File: config.mk
export PLATFORM = sky130hd
export DESIGN_NAME = modem_line_status_register
export DESIGN_NICKNAME = d
export VERILOG_FILES = /design/src/mlsr_pkg.sv /design/src/modem_line_status_register.sv /design/src/mlsr_sync.sv
export SDC_FILE = /design/constraint.sdc
export NUM_CORES = 1
export LEC_CHECK = 0
export BUFFER_PORTS_ARGS = -buffer_cell sky130_fd_sc_hd__buf_4
export CORE_MARGIN = 1.5
export CORE_UTILIZATION = 40
export CTS_CLUSTER_SIZE = 14
export DETAILED_ROUTE_END_ITERATION = 6
export PLACE_DENSITY = 0.7
export SLEW_MARGIN = 20
export SYNTH_ARGS = -nofsm -noshare
export SYNTH_HDL_FRONTEND = slang
export SYNTH_HIERARCHICAL = 1
export SYNTH_SLANG_ARGS = --single-unit
File: constraint.sdc
create_clock -name ref_clk -period 0.8 [get_ports ref_clk]
set_clock_uncertainty 0.05 [all_clocks]
set_input_delay 0.12 -clock ref_clk [delete_from_list [all_inputs] [get_ports ref_clk]]
set_output_delay 0.12 -clock ref_clk [all_outputs]
set_load 0.1 [all_outputs]
File: src/mlsr_pkg.sv
package mlsr_pkg;

    // ----------------------------------------
    // Register layout
    // ----------------------------------------
    localparam int STATUS_WIDTH = 8;
    localparam logic [7:0] STATUS_RESET = 8'h00;
    localparam int BIT_CARRIER_LVL = 7;
    localparam int BIT_BELL_LVL = 6;
    localparam int BIT_PEER_LVL = 5;
    localparam int BIT_CLEAR_LVL = 4;
    localparam int BIT_CARRIER_CHG = 3;
    localparam int BIT_BELL_RISE = 2;
    localparam int BIT_PEER_CHG = 1;
    localparam int BIT_CLEAR_CHG = 0;

    // Pin-function select bit per channel
    localparam int FUNC_SEL_BIT_CH0 = 1;
    localparam int FUNC_SEL_BIT_CH1 = 2;

    // Pin-level bits that lose meaning while a pin carries a modem function
    localparam logic [7:0] LEVEL_MASK_CH0 = 8'hD0;
    localparam logic [7:0] LEVEL_MASK_CH1 = 8'h0D;

    // Request-to-send control bit; steers the loopback clear-to-send source
    localparam int CTRL_LOOP_RTS_BIT = 1;

    // ----------------------------------------
    // Synchroniser
    // ----------------------------------------
    localparam int SYNC_STAGES = 2;
    localparam int MODEM_LINES = 4;
    // Inactive level of the active-low modem lines
    localparam logic [3:0] LINE_IDLE = 4'hF;

    // Raw active-low modem lines, index order matches change flags 3..0
    typedef struct packed {
        logic carrier;
        logic bell;
        logic peer;
        logic clear;
    } mlsr_lines_t;

endpackage

File: src/modem_line_status_register.sv
`timescale 1ns/1ps
module modem_line_status_register #(
    parameter int CHANNEL = 0
) (
    // Clock and reset
    input wire logic ref_clk,
    input wire logic rst_n,
    // Active-low modem lines from the pins
    input wire mlsr_pkg::mlsr_lines_t lines_n,
    // Channel configuration from neighbouring registers
    input wire logic [7:0] pin_function_select,
    input wire logic [7:0] modem_control_reg,
    input wire logic loopback_en,
    // Host read port
    input wire logic status_rd,
    output logic [7:0] status_data,
    // Pin-level bits that do not show true pin level
    output logic [7:0] pin_level_unreliable
);

    // ----------------------------------------
    // Reset release
    // ----------------------------------------
    logic rst_meta_n;
    logic rst_sync_n;

    always_ff @(posedge ref_clk or negedge rst_n)
    begin
        if (!rst_n)
        begin
            rst_meta_n <= 1'b0;
            rst_sync_n <= 1'b0;
        end
        else
        begin
            rst_meta_n <= 1'b1;
            rst_sync_n <= rst_meta_n;
        end
    end

    // ----------------------------------------
    // Line sampling
    // ----------------------------------------
    localparam int SEL_BIT = (CHANNEL == 0) ? mlsr_pkg::FUNC_SEL_BIT_CH0
                                            : mlsr_pkg::FUNC_SEL_BIT_CH1;
    localparam logic [7:0] LEVEL_MASK = (CHANNEL == 0) ? mlsr_pkg::LEVEL_MASK_CH0
                                                       : mlsr_pkg::LEVEL_MASK_CH1;

    logic [3:0] line_lvl;
    logic [3:0] line_prev;
    logic func_en;
    logic loop_rts;
    logic loop_rts_prev;
    logic [3:0] src_now;
    logic [3:0] src_prev;
    logic [3:0] events;
    logic [3:0] flags;
    logic [7:0] live_status;

    mlsr_sync #(
        .WIDTH(mlsr_pkg::MODEM_LINES),
        .IDLE(mlsr_pkg::LINE_IDLE)
    ) u_sync (
        .ref_clk(ref_clk),
        .rst_n(rst_sync_n),
        .async_in(lines_n),
        .level(line_lvl),
        .level_prev(line_prev)
    );

    assign func_en = pin_function_select[SEL_BIT];
    assign loop_rts = modem_control_reg[mlsr_pkg::CTRL_LOOP_RTS_BIT];

    // Previous loopback source, so loopback toggles also raise the change flag
    always_ff @(posedge ref_clk or negedge rst_sync_n)
    begin
        if (!rst_sync_n)
            loop_rts_prev <= 1'b0;
        else
            loop_rts_prev <= loop_rts;
    end

    // Clear-to-send source in active-low terms; loopback inverts the control bit
    always_comb
    begin
        src_now = line_lvl;
        src_prev = line_prev;
        if (loopback_en)
        begin
            src_now[0] = ~loop_rts;
            src_prev[0] = ~loop_rts_prev;
        end
    end

    // ----------------------------------------
    // Change detection
    // ----------------------------------------
    // Shared-pin lines only count while their function is assigned
    assign events[3] = func_en && (src_now[3] != src_prev[3]);
    assign events[2] = func_en && src_now[2] && !src_prev[2];
    assign events[1] = func_en && (src_now[1] != src_prev[1]);
    assign events[0] = src_now[0] != src_prev[0];

    // Set beats clear so a change during the read is kept
    generate
        for (genvar i = 0; i < 4; i++)
        begin : g_flag
            always_ff @(posedge ref_clk or negedge rst_sync_n)
            begin
                if (!rst_sync_n)
                    flags[i] <= 1'b0;
                else if (events[i])
                    flags[i] <= 1'b1;
                else if (status_rd)
                    flags[i] <= 1'b0;
            end
        end
    endgenerate

    // ----------------------------------------
    // Status word
    // ----------------------------------------
    assign live_status = {
        func_en & ~src_now[3],
        func_en & ~src_now[2],
        func_en & ~src_now[1],
        ~src_now[0],
        flags
    };

    always_ff @(posedge ref_clk or negedge rst_sync_n)
    begin
        if (!rst_sync_n)
            status_data <= mlsr_pkg::STATUS_RESET;
        else if (status_rd)
            status_data <= live_status;
    end

    // Pin-level register must not trust these bits
    always_ff @(posedge ref_clk or negedge rst_sync_n)
    begin
        if (!rst_sync_n)
            pin_level_unreliable <= 8'h00;
        else
            pin_level_unreliable <= func_en ? LEVEL_MASK : 8'h00;
    end
endmodule // modem_line_status_register

File: src/mlsr_sync.sv
`timescale 1ns/1ps
module mlsr_sync #(
    parameter int WIDTH = 4,
    parameter logic [WIDTH-1:0] IDLE = '1
) (
    // Clock and reset
    input wire logic ref_clk,
    input wire logic rst_n,
    // Asynchronous lines in
    input wire logic [WIDTH-1:0] async_in,
    // Synchronised level and its previous value
    output logic [WIDTH-1:0] level,
    output logic [WIDTH-1:0] level_prev
);

    logic [WIDTH-1:0] stage_one;

    // First stage is read by the second stage only
    always_ff @(posedge ref_clk or negedge rst_n)
    begin
        if (!rst_n)
        begin
            stage_one <= IDLE;
            level <= IDLE;
        end
        else
        begin
            stage_one <= async_in;
            level <= stage_one;
        end
    end

    always_ff @(posedge ref_clk or negedge rst_n)
    begin
        if (!rst_n)
            level_prev <= IDLE;
        else
            level_prev <= level;
    end

endmodule // mlsr_sync

==> impl_results.md <==
- Failing checks: negative setup slack
- Die ar.: 0.00287 mm2
- Clock sinks: 28
- Yosys warnings: 6
- Core area: 0.00245 mm2
- CP max-delay cell: dfrtp_4
- Gp weighted congestion: 0.673
- Vias per inst: 4.32
- CTS clk-pin slew, worst paths: 140 ps
- Final setup margin: -395 ps
- Area share of the largest cell type after synthesis: 0.391
- Final wirelength: 1550 um
- Leakage: 0.658 nW
- GRT Total Usage: 0.135
- Setup CP Type: flip-flop to output port
- Max Fclk: 0.837 GHz
- H-tree depth: 1
- WL/cell: 11.4 um
- Cell area after synthesis: 0.00102 mm2
- Vias in the first global route: 650
- Layout Nets: 131
- Crit-path cells: buf_6
- Die H: 53.6 um
- Fillcell total: 173
- Status: finished, violations left
- Fin cells: 136
- WP data required: 630 ps
- Synth Instances: 72
- Grt ovf: 0
- TritonCTS Buffers: 3
- CP endpoint kind: output port
- Antenna violations before repair: 0
- Fin Setup TNS: -5740 ps
- Worst hold path class: input port to flip-flop
- Sequential-to-total area share from yosys stat: 0.698
- Multi-input logic area: 225 um2
- Final min period: 1200 ps
- MaxCap Viol Count: 0
- Maximum VDD drop: 1470 uV
- Die Span X: 53.6 um
- Worst setup SP type: flip-flop
- Row cnt: 18
- Final setup vio count: 23
- Syn avg cell area: 14.2 um2
- Detail Placement HPWL: 1030 um
- Synth Register Bits: 28
- Leading area contributor after synthesis: dfrtp_1
- R2r worst-path depth: 2
- Area delta synth->final: 43.8%
- Ant. Diodes: 0
- First-pass GRT wire length: 2730 um
- Pwr dens: 2290 mW/mm2
- Slew Limit Fails: 0
- Final hold violations: 0
- Reg area: 751 um2
- Post-detailed-route count of antenna-violating nets: 0
- RR Startpoint: status_data[1]$_DFFE_PN0P_
- RSZ-0062 raised after global routing: true
- Initial DRC Count: 2
- Worst-Skew Late Latency: 320 ps
- Max incr delay on CP: 520 ps
- CP top delay family: flip-flops
- Placed cells: 121
- Part of the cycle the worst path needs: 1.49
- Fin util: 0.600
- Hold_sp: status_rd
- Vias: 587
- Main area contributors after synthesis: dfrtp_1 39%, dfstp_2 31%, mux2_4 5.9%, buf_4 5.1%, inv_1 2.6%
- Number of library cell types mapped by synthesis: 17
- Worst Setup SP: pin_level_unreliable[6]$_DFF_PN0_
- Crit path DAT: 1030 ps
- CTS tree: done
- Post-route DRC: 0
- CP max FO: 3
- TritonRoute pass-1 iters: 2
- Root buffer cell: clkbuf_4
- Buf/Inv on CP: 1
- CTS max path bufs: 2
- I/O pin count: 40
- Largest net degree at the start of global routing: 16
- Critical path depth: 1
- Worst Hold Depth: 2
- Starting Density: 0.417
- Layout cell share with drive strength beyond 1: 0.594
- PortBufs: 20
## state kept, by name, summed over array words and instances, names as in the netlist
register              count
flags                     4
loop_rts_prev             1
pin_level_unreliable      1
rst_meta_n                1
rst_sync_n                1
status_data               8
u_sync/level              4
u_sync/level_prev         4
u_sync/stage_one          4
## worst paths after layout
path | endpoint | slack (ps)
setup / recovery | pin_level_unreliable[7] | -400
hold / removal | status_data[4]$_DFFE_PN0P_ | 20
setup reg to reg | status_data[1]$_DFFE_PN0P_ | -230
hold reg to reg | status_data[2]$_DFFE_PN0P_ | 150
max in group asynchronous | u_sync/level[1]$_DFF_PN1_ | 310
min in group asynchronous | rst_sync_n$_DFF_PN0_ | 50
## layout by cell type, fill, tap and decap left out, types with 4 or more instances in the layout
cell            n
inv_1           4
dfrtp_1         6
buf_4          15
dfstp_2        12
buf_12          8
mux2_4          4
dlygate4sd3_1   8
buf_6           4
dfrtp_4         9
conb_1          6
o21ai_1         4
## cells in the mapped netlist (all sizes together)
library cell	count
conb	2
o221ai	1
o21ai	5
mux2	4
nor2	2
buf	9
a21oi	2
xnor2	1
nand3b	3
dfstp	12
o22ai	1
inv	7
xor2	3
dfrtp	16
nand2	4
## routing by layer
layer	track usage	wire length [um]
met5	0	0
met4	0.0769	31
met3	0.0167	46
met2	0.237	809
met1	0.159	658
## report_power, final
group	internal (W)	switching, W
Clock	0.000278	0.000376
Sequential	0.00159	0.0000922
Combinational	0.000380	0.000664
## stage by stage
stage	cell area, um2	power (W)	setup slack [ps]	hold WS, ps
finish	1470	0.00338	-395	16.7
global route	1470	0.00353	-435	8.87
CTS	1470	0.00341	-410	2.37
detailed placement	1210	0.00253	-177	-145
global placement	1210	0.00251	-137	-148
floorplan	1090	0.00239	-277	-226
## cell type report
cell class,instances,share of cell area
inverter,7,0.0178
multi-input combinational,32,0.153
tap,30,0.0255
timing repair buffer,35,0.270
clock buffer,4,0.0246
sequential,28,0.509
## kinds of logic (layout without fill, tap and decap cells)
group,after synthesis,after routing,share of synthesized area
DFF,28,28,0.698
other,2,6,0.00733
xor gates and xnor gates,4,4,0.0342
buffers and inverters,16,46,0.103
and+or+nand+nor,9,9,0.0440
AOI/OAI and AO/OA,9,9,0.0549
muxes,4,4,0.0586
## timing repair
item                                    CTS  global route
pin swaps                                 4             0
buffers inserted                          3             0
resized for setup                        29             1
endpoints found under the setup margin   23            23
hold buffers                              8             0
endpoints found under the hold margin     9             0
Power figures use the tool's default switching activity.
